$ cat config.mk
export PLATFORM = sky130hd
export DESIGN_NAME = sbi_requester
export DESIGN_NICKNAME = d
export VERILOG_FILES = /design/src/common/sbi_pkg.sv /design/src/hdl/sbi_requester.sv /design/src/hdl/sbi_sync.sv /design/src/hdl/sbi_addr_latch.sv
export SDC_FILE = /design/constraint.sdc
export NUM_CORES = 1
export LEC_CHECK = 0
export ABC_CLOCK_PERIOD_IN_PS = 1700
export BUFFER_PORTS_ARGS = -buffer_cell sky130_fd_sc_hd__clkbuf_2
export CORE_ASPECT_RATIO = 0.9
export CORE_MARGIN = 4
export CORE_UTILIZATION = 24
export DETAILED_ROUTE_END_ITERATION = 8
export PLACE_DENSITY = 0.56
export SLEW_MARGIN = 20
export SYNTH_ARGS = -nofsm -noshare
export SYNTH_HDL_FRONTEND = slang
export SYNTH_HIERARCHICAL = 1
export SYNTH_SLANG_ARGS = --single-unit
$ cat constraint.sdc
create_clock -name clk -period 1.7 [get_ports clk]
set_input_delay 0.34 -clock clk [delete_from_list [all_inputs] [get_ports clk]]
set_output_delay 0.34 -clock clk [all_outputs]
set_load 0.005 [all_outputs]
$ cat src/common/sbi_pkg.sv
// Package: constants and carrier types for the bus interrupt requester
package sbi_pkg;

  // ----------------------------------------
  // Widths
  // ----------------------------------------
  localparam int SBI_LINES      = 8;
  localparam int SBI_LEVEL_W    = 3;
  localparam int SBI_PORT_W     = 4;
  localparam int SBI_VECTOR_W   = 8;
  localparam int SBI_SYNC_DEPTH = 2;

  // ----------------------------------------
  // Request port field layout
  // ----------------------------------------
  localparam int SBI_ON_BIT     = 3;
  localparam int SBI_LEVEL_LSB  = 0;

  // ----------------------------------------
  // Reset values
  // ----------------------------------------
  localparam logic [3:0] SBI_PORT_RESET  = 4'h0;
  localparam logic [7:0] SBI_LINES_RESET = 8'h00;

  // ----------------------------------------
  // Acknowledge tracker states
  // ----------------------------------------
  typedef enum logic [1:0] {
    SBI_ACK_IDLE  = 2'b00,
    SBI_ACK_ONE   = 2'b01,
    SBI_ACK_TWO   = 2'b11,
    SBI_ACK_THREE = 2'b10
  } sbi_ack_state_t;

  // Latched request: on/off bit and line number
  typedef struct packed {
    logic       request_on_bit;
    logic [2:0] level_code;
  } sbi_request_t;

  // Bus side acknowledge inputs
  typedef struct packed {
    logic       buffered_ack_strobe;
    logic       ack_return_seen;
    logic [2:0] bus_level_code;
  } sbi_bus_ack_t;

endpackage : sbi_pkg

$ cat src/hdl/sbi_requester.sv
// Bus interrupt requester: request latch, ack phases, vector drive
`timescale 1ns/10ps

module sbi_requester
  import sbi_pkg::*;
(
  input  wire logic                    clk,
  input  wire logic                    reset,
  input  wire logic                    bus_vectored_mode,
  input  wire logic                    request_port_write,
  input  wire logic [SBI_PORT_W-1:0]   local_addr_low_bits,
  input  wire logic                    vector_write,
  input  wire logic [SBI_VECTOR_W-1:0] vector_data,
  input  wire logic                    local_io_read_active,
  input  wire logic                    local_io_write_active,
  input  wire logic                    bus_ack_strobe_n,
  input  wire logic                    bus_ack_return_n,
  input  wire logic [SBI_LEVEL_W-1:0]  bus_level_code,
  output logic [SBI_LINES-1:0]         bus_int_n_o,
  output logic [SBI_LINES-1:0]         bus_int_n_oe,
  output logic [SBI_VECTOR_W-1:0]      bus_data_o,
  output logic [SBI_VECTOR_W-1:0]      bus_data_oe,
  output logic                         ack_drive_n_o,
  output logic                         ack_drive_n_oe,
  output logic                         request_clear,
  output logic                         vector_drive_active,
  output logic [1:0]                   ack_phase
);

  // ----------------------------------------
  // Bus input synchronisers
  // ----------------------------------------
  sbi_bus_ack_t bus_raw;
  sbi_bus_ack_t bus_s;

  assign bus_raw = '{buffered_ack_strobe: ~bus_ack_strobe_n,
                     ack_return_seen:     ~bus_ack_return_n,
                     bus_level_code:      bus_level_code};

  sbi_sync #(.WIDTH($bits(sbi_bus_ack_t))) u_bus_sync (
    .clk         (clk),
    .reset       (reset),
    .clear_first (1'b0),
    .din         (bus_raw),
    .dout        (bus_s)
  );

  wire logic strobe;
  wire logic ret_seen;
  assign strobe   = bus_s.buffered_ack_strobe;
  assign ret_seen = bus_s.ack_return_seen;

  // ----------------------------------------
  // Request latch and fresh-request flag
  // ----------------------------------------
  logic [SBI_PORT_W-1:0]   port_reg;
  logic                    fresh_reg;
  logic                    strobe_seen_reg;
  logic                    change_pulse;
  logic                    request_change_pulse;
  logic [SBI_VECTOR_W-1:0] vector_reg;
  logic                    vec_en_reg;
  sbi_ack_state_t          ack_state_reg;
  sbi_ack_state_t          ack_state_next;

  wire logic phase_one;
  wire logic phase_two;
  wire logic phase_three;
  assign phase_one   = (ack_state_reg == SBI_ACK_ONE) ||
                       (ack_state_reg == SBI_ACK_TWO) ||
                       (ack_state_reg == SBI_ACK_THREE);
  assign phase_two   = (ack_state_reg == SBI_ACK_TWO) ||
                       (ack_state_reg == SBI_ACK_THREE);
  assign phase_three = (ack_state_reg == SBI_ACK_THREE);

  // Request-clear is combinational so it acts in the same cycle
  assign request_clear = reset || (vec_en_reg && !strobe);

  // Data ignored on purpose: the address itself is the request
  always_ff @(posedge clk) begin
    if (request_clear) begin
      port_reg <= SBI_PORT_RESET;
    end else if (request_port_write) begin
      port_reg <= local_addr_low_bits;
    end
  end

  // Set wins over the change-pulse clear
  always_ff @(posedge clk) begin
    if (reset) begin
      fresh_reg <= 1'b0;
    end else if (request_port_write) begin
      fresh_reg <= 1'b1;
    end else if (request_change_pulse) begin
      fresh_reg <= 1'b0;
    end
  end

  // ----------------------------------------
  // Apply-enable and change pulse
  // ----------------------------------------
  wire logic apply_mode_ok;
  wire logic apply_enable;
  wire logic apply_sync;
  wire logic plain_line_mode;

  assign plain_line_mode = !bus_vectored_mode;
  assign apply_mode_ok   = plain_line_mode ||
                           (!phase_one && !phase_three);
  assign apply_enable    = fresh_reg && !request_port_write &&
                           !reset && apply_mode_ok;

  sbi_sync #(.WIDTH(1)) u_apply_sync (
    .clk         (clk),
    .reset       (reset),
    .clear_first (request_change_pulse),
    .din         (apply_enable),
    .dout        (apply_sync)
  );

  // One-cycle pulse from the synchronised level
  always_ff @(posedge clk) begin
    if (reset) begin
      strobe_seen_reg <= 1'b0;
    end else begin
      strobe_seen_reg <= apply_sync;
    end
  end

  assign change_pulse         = apply_sync && !strobe_seen_reg;
  assign request_change_pulse = change_pulse;

  // ----------------------------------------
  // Output latch
  // ----------------------------------------
  sbi_request_t            req_word;
  wire logic               off_blocked;
  wire logic               latch_load;
  logic [SBI_LINES-1:0]    lines;

  assign req_word.request_on_bit = port_reg[SBI_ON_BIT];
  assign req_word.level_code     = port_reg[SBI_LEVEL_LSB +: SBI_LEVEL_W];
  // Off requests do nothing in vectored mode
  assign off_blocked = bus_vectored_mode && !req_word.request_on_bit;
  assign latch_load  = request_change_pulse && !off_blocked;

  sbi_addr_latch u_latch (
    .clk   (clk),
    .clear (request_clear),
    .load  (latch_load),
    .req   (req_word),
    .lines (lines)
  );

  // Open-collector lines: drive low only when a line is on
  assign bus_int_n_o  = SBI_LINES_RESET;
  assign bus_int_n_oe = lines;

  // ----------------------------------------
  // Acknowledge phase tracker
  // ----------------------------------------
  always_comb begin
    ack_state_next = ack_state_reg;
    case (ack_state_reg)
      SBI_ACK_IDLE: begin
        if (strobe) begin
          ack_state_next = SBI_ACK_ONE;
        end
      end
      SBI_ACK_ONE: begin
        if (ret_seen) begin
          ack_state_next = SBI_ACK_IDLE;
        end else if (!strobe) begin
          ack_state_next = SBI_ACK_TWO;
        end
      end
      SBI_ACK_TWO: begin
        if (ret_seen) begin
          ack_state_next = SBI_ACK_IDLE;
        end else if (strobe) begin
          ack_state_next = SBI_ACK_THREE;
        end
      end
      SBI_ACK_THREE: begin
        // Return ends phases one and two; three lives on the strobe
        if (!strobe) begin
          ack_state_next = ret_seen ? SBI_ACK_IDLE : SBI_ACK_TWO;
        end
      end
      default: begin
        ack_state_next = SBI_ACK_IDLE;
      end
    endcase
  end

  always_ff @(posedge clk) begin
    if (reset) begin
      ack_state_reg <= SBI_ACK_IDLE;
    end else begin
      ack_state_reg <= ack_state_next;
    end
  end

  // ----------------------------------------
  // Vector latch and vector drive
  // ----------------------------------------
  // No reset: software must load it before a vectored request
  always_ff @(posedge clk) begin
    if (vector_write) begin
      vector_reg <= vector_data;
    end
  end

  wire logic level_match;
  wire logic vec_set;
  assign level_match = (bus_s.bus_level_code == req_word.level_code);
  assign vec_set     = phase_three && req_word.request_on_bit &&
                       bus_vectored_mode && level_match &&
                       !fresh_reg;

  always_ff @(posedge clk) begin
    if (request_clear) begin
      vec_en_reg <= 1'b0;
    end else if (vec_set) begin
      vec_en_reg <= 1'b1;
    end
  end

  logic [SBI_VECTOR_W-1:0] data_reg;
  always_ff @(posedge clk) begin
    if (reset) begin
      data_reg <= '0;
    end else begin
      data_reg <= vector_reg;
    end
  end

  assign bus_data_o  = vec_en_reg ? data_reg : '0;
  assign bus_data_oe = {SBI_VECTOR_W{vec_en_reg}};

  // ----------------------------------------
  // Transfer acknowledge
  // ----------------------------------------
  wire logic ack_drive;
  assign ack_drive = local_io_read_active || local_io_write_active ||
                     (vec_en_reg && strobe);
  assign ack_drive_n_o  = 1'b0;
  assign ack_drive_n_oe = ack_drive;

  assign vector_drive_active = vec_en_reg;
  assign ack_phase = ack_state_reg;

endmodule : sbi_requester

$ cat src/hdl/sbi_sync.sv
// Two flip-flop synchroniser with clear of the first stage
`timescale 1ns/10ps
module sbi_sync
  import sbi_pkg::*;
#(
  parameter int WIDTH = 1
) (
  input  wire logic             clk,
  input  wire logic             reset,
  input  wire logic             clear_first,
  input  wire logic [WIDTH-1:0] din,
  output logic      [WIDTH-1:0] dout
);

  logic [WIDTH-1:0] first_reg;
  logic [WIDTH-1:0] second_reg;

  always_ff @(posedge clk) begin
    if (reset || clear_first) begin
      first_reg <= '0;
    end else begin
      first_reg <= din;
    end
  end

  always_ff @(posedge clk) begin
    if (reset) begin
      second_reg <= '0;
    end else begin
      second_reg <= first_reg;
    end
  end

  assign dout = second_reg;

endmodule : sbi_sync

$ cat src/hdl/sbi_addr_latch.sv
// Addressable output latch: one of eight bits set or cleared
`timescale 1ns/10ps
module sbi_addr_latch
  import sbi_pkg::*;
(
  input  wire logic               clk,
  input  wire logic               clear,
  input  wire logic               load,
  input  wire sbi_request_t       req,
  output logic [SBI_LINES-1:0]    lines
);

  logic [SBI_LINES-1:0] lines_reg;

  // ----------------------------------------
  // Per-line update
  // ----------------------------------------
  genvar gi;
  generate
    for (gi = 0; gi < SBI_LINES; gi++) begin : g_line
      wire logic hit;
      assign hit = load && (req.level_code == SBI_LEVEL_W'(gi));
      always_ff @(posedge clk) begin
        if (clear) begin
          lines_reg[gi] <= 1'b0;
        end else if (hit) begin
          lines_reg[gi] <= req.request_on_bit;
        end
      end
    end
  endgenerate

  assign lines = lines_reg;

endmodule : sbi_addr_latch

Word-level counts from Yosys, hierarchy flattened
Cells that the tools add are included.

Input bits: 24. Output and inout port bits: 38. Word-level logic and storage cells: 89. Flip-flop bits (word level): 45.

Reductions and logical operators: 42. Bitwise gates (word level): 2. Muxes and demuxes: 11. Equality and inequality tests: 15.

Operators with widths (number): logical AND 1 bit (21); 2-to-1 mux 2 bit (7); == test 3 bit (second input constant) (4); zero test 1 bit (10); 2-to-1 mux 8 bit (1); case mux 2 bit (4 select lines) (1); logical OR 1 bit (7); == test 3 x 2 -> 1 bit (second input constant) (2); == test 2 bit (second input constant) (2); AND reduction 4 bit (1); == test 3 x 1 -> 1 bit (second input constant) (1); == test 3 bit (1); zero test 3 bit (1); inequality test 3 x 1 -> 1 bit (second input constant) (1); inequality test 3 bit (second input constant) (1); == test 2 x 1 -> 1 bit (second input constant) (1); zero test 2 bit (1); 2-to-1 mux 1 bit (2); inequality test 2 x 1 -> 1 bit (second input constant) (1); inequality test 2 bit (second input constant) (1); NOT 1 bit (2); nonzero test 2 bit (1).

Depth between registers and ports, before layout
Gate-level depths: netlist of the first run.

Word-level depth: 7. Mapped depth: 5. Mapped depth without buffers: 5.

Modules after synthesis
The synthesis of the first run kept the hierarchy.

By module, submodules not included: sbi_requester (cells an instance 107, seq. area each 580.6 µm², times used 1, area an instance 1154.9 µm²); sbi_addr_latch (cells an instance 34, seq. area each 160.2 µm², times used 1, area an instance 386.6 µm²); sbi_sync (u_bus_sync) (cells an instance 21, seq. area each 200.2 µm², times used 1, area an instance 305.3 µm²); sbi_sync (u_apply_sync) (cells an instance 4, seq. area each 40.0 µm², times used 1, area an instance 58.8 µm²).

Least setup slack after synthesis of the first run
OpenSTA, ideal clock, no wires.

Path type: register to register. From: register vec_en_reg (netlist: vector_drive_active). To: register u_latch.lines_reg[0] (netlist: u_latch/lines[0]). Period minus slack after synthesis: 1.643 ns. Setup slack: 0.057 ns. Setup time: 0.126 ns. Stages on the path, launching flop included: 6. Path buffers: 1. Data required time: 1.574 ns. Arrival: 1.518 ns. Path through: dfxtp_1 > inv_1 > o21ai_1 > nand2b_1 > buf_2 > mux2i_1.

Word-level cells in the longest chain between the ends: 2.

RTL lines: start, declared (line sbi_requester.sv:62) `logic vec_en_reg;`; start signal, assigned (line sbi_requester.sv:223) `vec_en_reg <= 1'b0;`; start signal, assigned (line sbi_requester.sv:225) `vec_en_reg <= 1'b1;`; logical AND 1 bit (line sbi_requester.sv:77) `assign request_clear = reset || (vec_en_reg && !strobe);`; logical OR 1 bit (line sbi_requester.sv:77); via request_clear (line sbi_requester.sv:25) `output logic request_clear,`; end signal, assigned by index (line sbi_addr_latch.sv:27) `lines_reg[gi] <= req.request_on_bit;`; end, declared (line sbi_addr_latch.sv:13) `logic [SBI_LINES-1:0] lines_reg;`.

The timed path passes the listed nets, and every way through them passes these cells. A chain may end at the register's enable or synchronous reset.

Worst setup path in the final report of the first run
From: register vec_en_reg (netlist: vector_drive_active). To: output ack_drive_n_oe.

Word-level cells in the longest chain between the ends: 2.

RTL lines: logical AND 1 bit (line sbi_requester.sv:246) `(vec_en_reg && strobe);`; logical OR 1 bit (line sbi_requester.sv:245) `assign ack_drive = local_io_read_active || local_io_write_active ||`; end, declared (line sbi_requester.sv:24) `output logic ack_drive_n_oe,`.

Every way passes these cells.

==> results.rst, run 1 <==
.. list-table::
   :header-rows: 1

   * - Metric
     - Value
   * - Final count of pins violating max slew
     - 0
   * - Number of clock sinks seen by CTS
     - 45
   * - Horizontal die dimension
     - just over 100 um
   * - Number of H-tree levels
     - 2
   * - Post-Syn Area per Cell
     - between 10 and 15 um2
   * - Layout Skew
     - 0.00748 ns
   * - Clock period minus worst slack
     - roughly 1.5 ns
   * - Vias/cell
     - approximately 3.8
   * - Synth Warn #
     - 6
   * - Post-CTS clock slew at the launch and capture registers of the worst setup and hold paths
     - 0.08 ns
   * - Worst-Skew Late Latency
     - roughly 0.29 ns
   * - Max-capacitance violation count
     - 0
   * - Num CTS Buffers
     - 5
   * - Number of design rule violations left after detail routing
     - 0
   * - Worst hold slack
     - 0.222 ns
   * - WL final
     - ~3500 um
   * - Clock root cell
     - sky130_fd_sc_hd__clkbuf_8
   * - PnR worst setup slack
     - 0.163 ns
   * - Arrival @ worst endpoint
     - between 1 and 1.5 ns
   * - Area overhead of the layout relative to synthesis
     - 20.3%
   * - Setup tns final
     - 0 ns
   * - Drt first-iter violations
     - 56
   * - Net total in the final layout
     - roughly 250
   * - Number of buffers added to fix hold violations after cts
     - 0
   * - Wire length of the first global-routing pass
     - ~5900 um
   * - Slew headroom
     - about 63%
   * - Setup violation total in the final timing report
     - 0
   * - Synthesized area
     - about 0.0019 mm2
   * - Global router's overall resource usage
     - between 7 and 8%
   * - Detailed-placement wirelength estimate
     - roughly 2600 um
   * - Total number of vias
     - approximately 1,200
   * - Status
     - finished clean
   * - RSZ-0062 raised after global routing
     - no
   * - Distinct cell type count after synthesis
     - 30
   * - Leakage power total
     - between 0.001 and 0.0015 uW
   * - Post-detailed-route wirelength per cell
     - ~11 um
   * - Worst Path Required
     - roughly 1.4 ns
   * - Flops & latches, synth
     - 45
   * - Sequential fraction of the synthesis area
     - between 50% and 60%
   * - Count of inserted antenna diode cells
     - 0
   * - Worst Max-Slew Pin Slew
     - around 0.55 ns
   * - Initial antenna violation count
     - 0
   * - Max FO, Critical Path
     - 18
   * - Count of input and output buffers
     - 52
   * - Maximum number of pins on one net before global-route repair
     - 21
   * - Core Util, Final
     - a little under a third
   * - Maximum operating frequency
     - between 0.6 and 0.7 GHz
   * - Bufs on Longest Clock Path
     - 2
   * - Commonest non-fill, non-tap cell in the layout
     - sky130_fd_sc_hd__clkbuf_2
   * - Top-level I/O count
     - 62
   * - Peak supply drop
     - 0.345 mV
   * - Category of the worst setup path capture point
     - output port
   * - Hold Violations, Final
     - 0
   * - Share of layout cells above drive strength 1
     - 31.8%
   * - Highest-count cells in the layout ignoring fill and taps
     - sky130_fd_sc_hd__clkbuf_2 (52), sky130_fd_sc_hd__dfxtp_1 (37), sky130_fd_sc_hd__nor2b_1 (16), sky130_fd_sc_hd__mux2i_1 (16), sky130_fd_sc_hd__conb_1 (14)
   * - Core area
     - ~0.0076 mm2
   * - Floorplan row count
     - 30
   * - Post-synth EDFFs
     - 8
   * - Post-CTS setup buffer count
     - 0
   * - Final weighted congestion of routability-driven global placement
     - approximately 0.67
   * - Vias in the first global route
     - about 1,200
   * - Chip height
     - a little over 90 um
   * - Critical path launch point type
     - flop
   * - Critical path start-end classification
     - flop to output port
   * - Fill cell count
     - about 800
   * - Predominant post-synthesis flop cell
     - sky130_fd_sc_hd__dfxtp_1
   * - Overflow after GRT
     - 0
   * - Post-DRT Antenna Nets
     - 0
   * - Async set or reset register ratio after synthesis
     - 0%
   * - Count of TritonRoute iterations in the first routing pass
     - 4
   * - Post-cts sizing count
     - 0
   * - Path type of the worst min-delay path
     - input port to flop
   * - Die area
     - roughly 0.0094 mm2
   * - Gate count of the mapped netlist
     - between 150 and 200
   * - Power per Cell Area
     - between 800 and 900 mW/mm2
   * - Final worst-path cycle share
     - 90.4%
   * - Starting density of the core
     - 25.0%
   * - Worst setup slack after placement
     - ~0.17 ns
   * - CTS tree
     - built
## worst max-delay path, cell delays in order, from the launching register on
cell and delay (ns):
sky130_fd_sc_hd__dfxtp_1 0.32, sky130_fd_sc_hd__buf_4 0.18, sky130_fd_sc_hd__a211o_2 0.30, sky130_fd_sc_hd__clkbuf_2 0.11
## where the power goes
group	switching [uW]	internal [uW]	total [uW]
clock	334	323	657
sequential	31.4	1140	1170
combinational	93.0	96.1	189
## routing by layer
layer	vias up	GRT usage (%)	routed length, um
met5	-	0	0
met4	0	3.72	61
met3	4	2.18	175
met2	30	12.8	1620
met1	531	9.91	1590
li1	631	-	-
## cells in the mapped netlist (5+ instances only)
cell type / number / area share, %
sky130_fd_sc_hd__and2_1: 8 / 2.6
sky130_fd_sc_hd__buf_4: 17 / 6.7
sky130_fd_sc_hd__dfxtp_1: 37 / 39
sky130_fd_sc_hd__edfxtp_1: 8 / 13
sky130_fd_sc_hd__ha_1: 5 / 3.3
sky130_fd_sc_hd__inv_1: 8 / 1.6
sky130_fd_sc_hd__mux2i_1: 16 / 8.4
sky130_fd_sc_hd__nand2b_1: 10 / 3.3
sky130_fd_sc_hd__nor2_1: 6 / 1.2
sky130_fd_sc_hd__nor2b_1: 16 / 5.3
sky130_fd_sc_hd__nor3b_2: 6 / 3.9
## final timing paths
check,slack [ns],cells past startpoint,from,endpoint
worst min register to register,0.44,1,u_bus_sync/first_reg[0],u_bus_sync/dout[0]
worst min-delay path,0.22,1,vector_data[0],vector_reg[0]
worst max-delay path,0.16,3,vector_drive_active,ack_drive_n_oe
worst max register to register,0.18,5,ack_phase[0],ack_phase[1]
## area by class of cell
class	count	area [um2]	share of cell area [%]
Clock buffer	7	86.3	3.77
Inverter	8	30.0	1.31
Multi-Input combinational cell	105	792	34.6
Sequential cell	45	981	42.8
Tap cell	96	120	5.24
Timing Repair Buffer	55	283	12.3
## kinds of logic after synthesis
kind of cell             count (synthesis)  share of synthesized area, %
AO/OA/AOI/OAI                            8                          3.09
flip-flops                              45                          51.5
AND/OR/NAND/NOR                         59                          22.7
XOR/XNOR                                 3                          1.38
multiplexers                            16                          8.40
buffers and inverters                   29                          9.52
other                                    1                         0.197
adder cells (fa/ha/maj)                  5                          3.28
## per-stage QoR
stage / cells / area (um2) / total power [uW]
after CTS: 316 / 2290 / 2050
after global placement: 309 / 2210 / 1380
after detailed placement: 309 / 2210 / 1380
after floorplan: 179 / 1950 / 1330
final: 316 / 2290 / 2010
after global routing: 316 / 2290 / 2130
No activity file was read; power rests on OpenSTA's default activity.
==> run 2, diff against run 1 <==
ABC_CLOCK_PERIOD_IN_PS = 1900   (was 1700)
clock period = 1.9 ns   (was 1.7 ns; I/O delays follow)
==> results.rst, run 2 (same netlist as run 1, synthesis figures left out) <==
.. list-table::
   :header-rows: 1

   * - Metric
     - Value
   * - Post-DRT Antenna Nets
     - 0 (unchanged)
   * - Portion of total power attributed to sequential cells
     - 56.4% (-1.6 points)
   * - Clock root cell
     - sky130_fd_sc_hd__clkbuf_8
   * - Part of the power in the clock network
     - 34.4% (+1.8 points)
   * - Net switching share of the total power
     - 22.7% (-0.11 points)
   * - Total number of vias
     - 1,227 (+2.6%)
   * - Instance count along the most critical hold path
     - 1 (unchanged)
   * - Cell with the biggest individual delay on the critical path
     - sky130_fd_sc_hd__dfxtp_1
   * - Num CTS Buffers
     - 5 (unchanged)
   * - Setup tns final
     - 0 ns (unchanged)
   * - Number of clock sinks seen by CTS
     - 45 (unchanged)
   * - Number of buffers added to fix hold violations after cts
     - 0 (unchanged)
   * - Vias/cell
     - 3.86 (+1.9%)
   * - Post-cts sizing count
     - 0 (unchanged)
   * - Post-detailed-route wirelength per cell
     - 10.6 um (-2.6%)
   * - Critical Path, Cell by Cell
     - buf_4, a211o_2, clkbuf_2
   * - Drt first-iter violations
     - 22 (-61%)
   * - Worst Hold Endpoint
     - vector_reg[6]
   * - R2R Path Start
     - ack_phase[0]
   * - Worst reg-to-reg setup slack
     - 0.40 ns (+0.22 ns)
   * - Floorplan row count
     - 30 (unchanged)
   * - Starting density of the core
     - 25.0% (unchanged)
   * - Cell depth of the worst flop-to-flop path
     - 5 (unchanged)
   * - Post-CTS clock slew at the launch and capture registers of the worst setup and hold paths
     - 0.08 ns (about the same)
   * - HP Start
     - vector_data[6]
   * - Highest-count cells in the layout ignoring fill and taps
     - sky130_fd_sc_hd__clkbuf_2 (52), sky130_fd_sc_hd__dfxtp_1 (37), sky130_fd_sc_hd__nor2b_1 (16), sky130_fd_sc_hd__mux2i_1 (16), sky130_fd_sc_hd__conb_1 (14)
   * - Worst Path Required
     - 1.52 ns (+0.16 ns)
   * - Path type of the worst min-delay path
     - input port to flop
   * - Share of layout cells above drive strength 1
     - 32.9% (+1.1 points)
   * - Final worst-path cycle share
     - 83.2%
   * - Top-level I/O count
     - 62 (unchanged)
   * - Wire length of the first global-routing pass
     - 5610 um (-5.4%)
   * - Post-CTS setup buffer count
     - 0 (unchanged)
   * - Combinational power share
     - 9.2% (-0.2 points)
   * - Final count of pins violating max slew
     - 0 (unchanged)
   * - Core Util, Final
     - 30.4% (+0.30 points)
   * - Setup violation total in the final timing report
     - 0 (unchanged)
   * - Internal Pwr Total
     - 1430 uW (-7.9%)
   * - Vias in the first global route
     - 1,177 (-3.5%)
   * - Bufs on Longest Clock Path
     - 2 (unchanged)
   * - Clock period minus worst slack
     - about 1.6 ns
   * - Layout Skew
     - 0.00688 ns (-0.000603 ns)
   * - Area overhead of the layout relative to synthesis
     - 21.5%
   * - Worst setup slack after placement
     - 0.400 ns (+0.233 ns)
   * - Status
     - finished clean
   * - Routed length on met2
     - 1580 um (-2.8%)
   * - Highest routed layer
     - met4
   * - WL final
     - 3380 um (-2.0%)
   * - Area of all placed cells without fillers
     - 0.00231 mm2 (+0.98%)
   * - Arrival @ worst endpoint
     - 1.20 ns (about the same)
   * - Power per Cell Area
     - 800 mW/mm2 (-8.9%)
   * - Global router's overall resource usage
     - 7.70% (-0.29 points)
   * - Chip height
     - 92.5 um (unchanged)
   * - Category of the worst setup path capture point
     - output port
   * - Routed length on met1
     - 1570 um (-1.3%)
   * - Critical path launch point type
     - flop
   * - Worst-Skew Late Latency
     - 0.29 ns (about the same)
   * - RSZ-0062 raised after global routing
     - no
   * - Worst hold slack
     - 0.261 ns (+0.0393 ns)
   * - Net total in the final layout
     - 250 (+0.40%)
   * - Horizontal die dimension
     - 102 um (unchanged)
   * - Delay of the slowest critical-path stage
     - 0.32 ns (about the same)
   * - Detailed-placement wirelength estimate
     - 2670 um (+2.5%)
   * - CTS tree
     - built
   * - Maximum operating frequency
     - between 0.6 and 0.7 GHz
   * - Count of TritonRoute iterations in the first routing pass
     - 4 (unchanged)
   * - Core area
     - 0.00762 mm2 (unchanged)
   * - Count of input and output buffers
     - 52 (unchanged)
   * - Die area
     - 0.00943 mm2 (unchanged)
   * - Critical path start-end classification
     - flop to output port
   * - Hold Violations, Final
     - 0 (unchanged)
   * - Count of inserted antenna diode cells
     - 0 (unchanged)
   * - Number of design rule violations left after detail routing
     - 0 (unchanged)
   * - Total length of routed met3 wires
     - 149 um (-15%)
   * - Max-capacitance violation count
     - 0 (unchanged)
   * - Area post-placement
     - 0.00221 mm2 (+0.34%)
   * - Leakage power total
     - 0.00103 uW (+1.4%)
   * - Critical register-to-register path endpoint
     - ack_phase[1]
   * - Final weighted congestion of routability-driven global placement
     - 0.663 (-1.6%)
   * - Number of H-tree levels
     - 2 (unchanged)
   * - Initial antenna violation count
     - 0 (unchanged)
   * - PnR worst setup slack
     - 0.319 ns (+0.156 ns)
   * - Overflow after GRT
     - 0 (unchanged)
   * - Maximum number of pins on one net before global-route repair
     - 19 (-9.5%)
   * - Commonest non-fill, non-tap cell in the layout
     - sky130_fd_sc_hd__clkbuf_2
   * - Switching power total
     - 420 uW (-8.5%)
   * - Max FO, Critical Path
     - 18 (unchanged)
   * - Peak supply drop
     - 0.240 mV (-30%)
==> run 2: final cells by class <==
class	instances	area (um2)
clock buffers	7	96.3
clock inverters	1	5.00
fillers	801	5310
inverters	8	30.0
multi-input cells	105	792
flip-flops and latches	45	981
well taps	96	120
repair buffers	56	290
==> run 2: power by group through the flow <==
stage | Clock (uW) | Sequential [uW] | Combinational (uW)
final | 637 | 1040 | 171
after global routing | 698 | 1050 | 197
after CTS | 670 | 1050 | 174
after detailed placement | 0 | 1070 | 173
after global placement | 0 | 1070 | 170
after floorplan | 0 | 1060 | 128
==> run 2: layer usage <==
layer	global-route usage, %	vias to the layer above
li1	-	632
met1	9.45	558
met2	11.9	30
met3	2.26	7
met4	4.37	0
met5	0	-
==> run 2: worst max-delay path by stage <==
stage	slack (ns)	endpoint	depth (start not counted)	start
CTS	0.30	ack_drive_n_oe	3	vector_drive_active
floorplan	0.26	u_latch/lines[0]	5	vector_drive_active
detailed placement	0.40	ack_phase[1]	5	ack_phase[0]
finish	0.32	ack_drive_n_oe	3	vector_drive_active
global placement	0.40	ack_phase[1]	5	ack_phase[0]
global route	0.22	request_clear	3	vector_drive_active
==> run 2: worst max-delay path: cells and delay by family (launching register included) <==
kind	cells	cell delay [ns]
DFF	1	0.32
buffers and inverters	2	0.29
AOI/OAI and AO/OA	1	0.30
==> run 2: through the flow <==
stage / cells / total power [uW]
2_1_floorplan: 179 / 1190
3_3_place_gp: 310 / 1240
3_5_place_dp: 310 / 1240
4_1_cts: 318 / 1890
5_1_grt: 318 / 1950
6_report: 318 / 1850
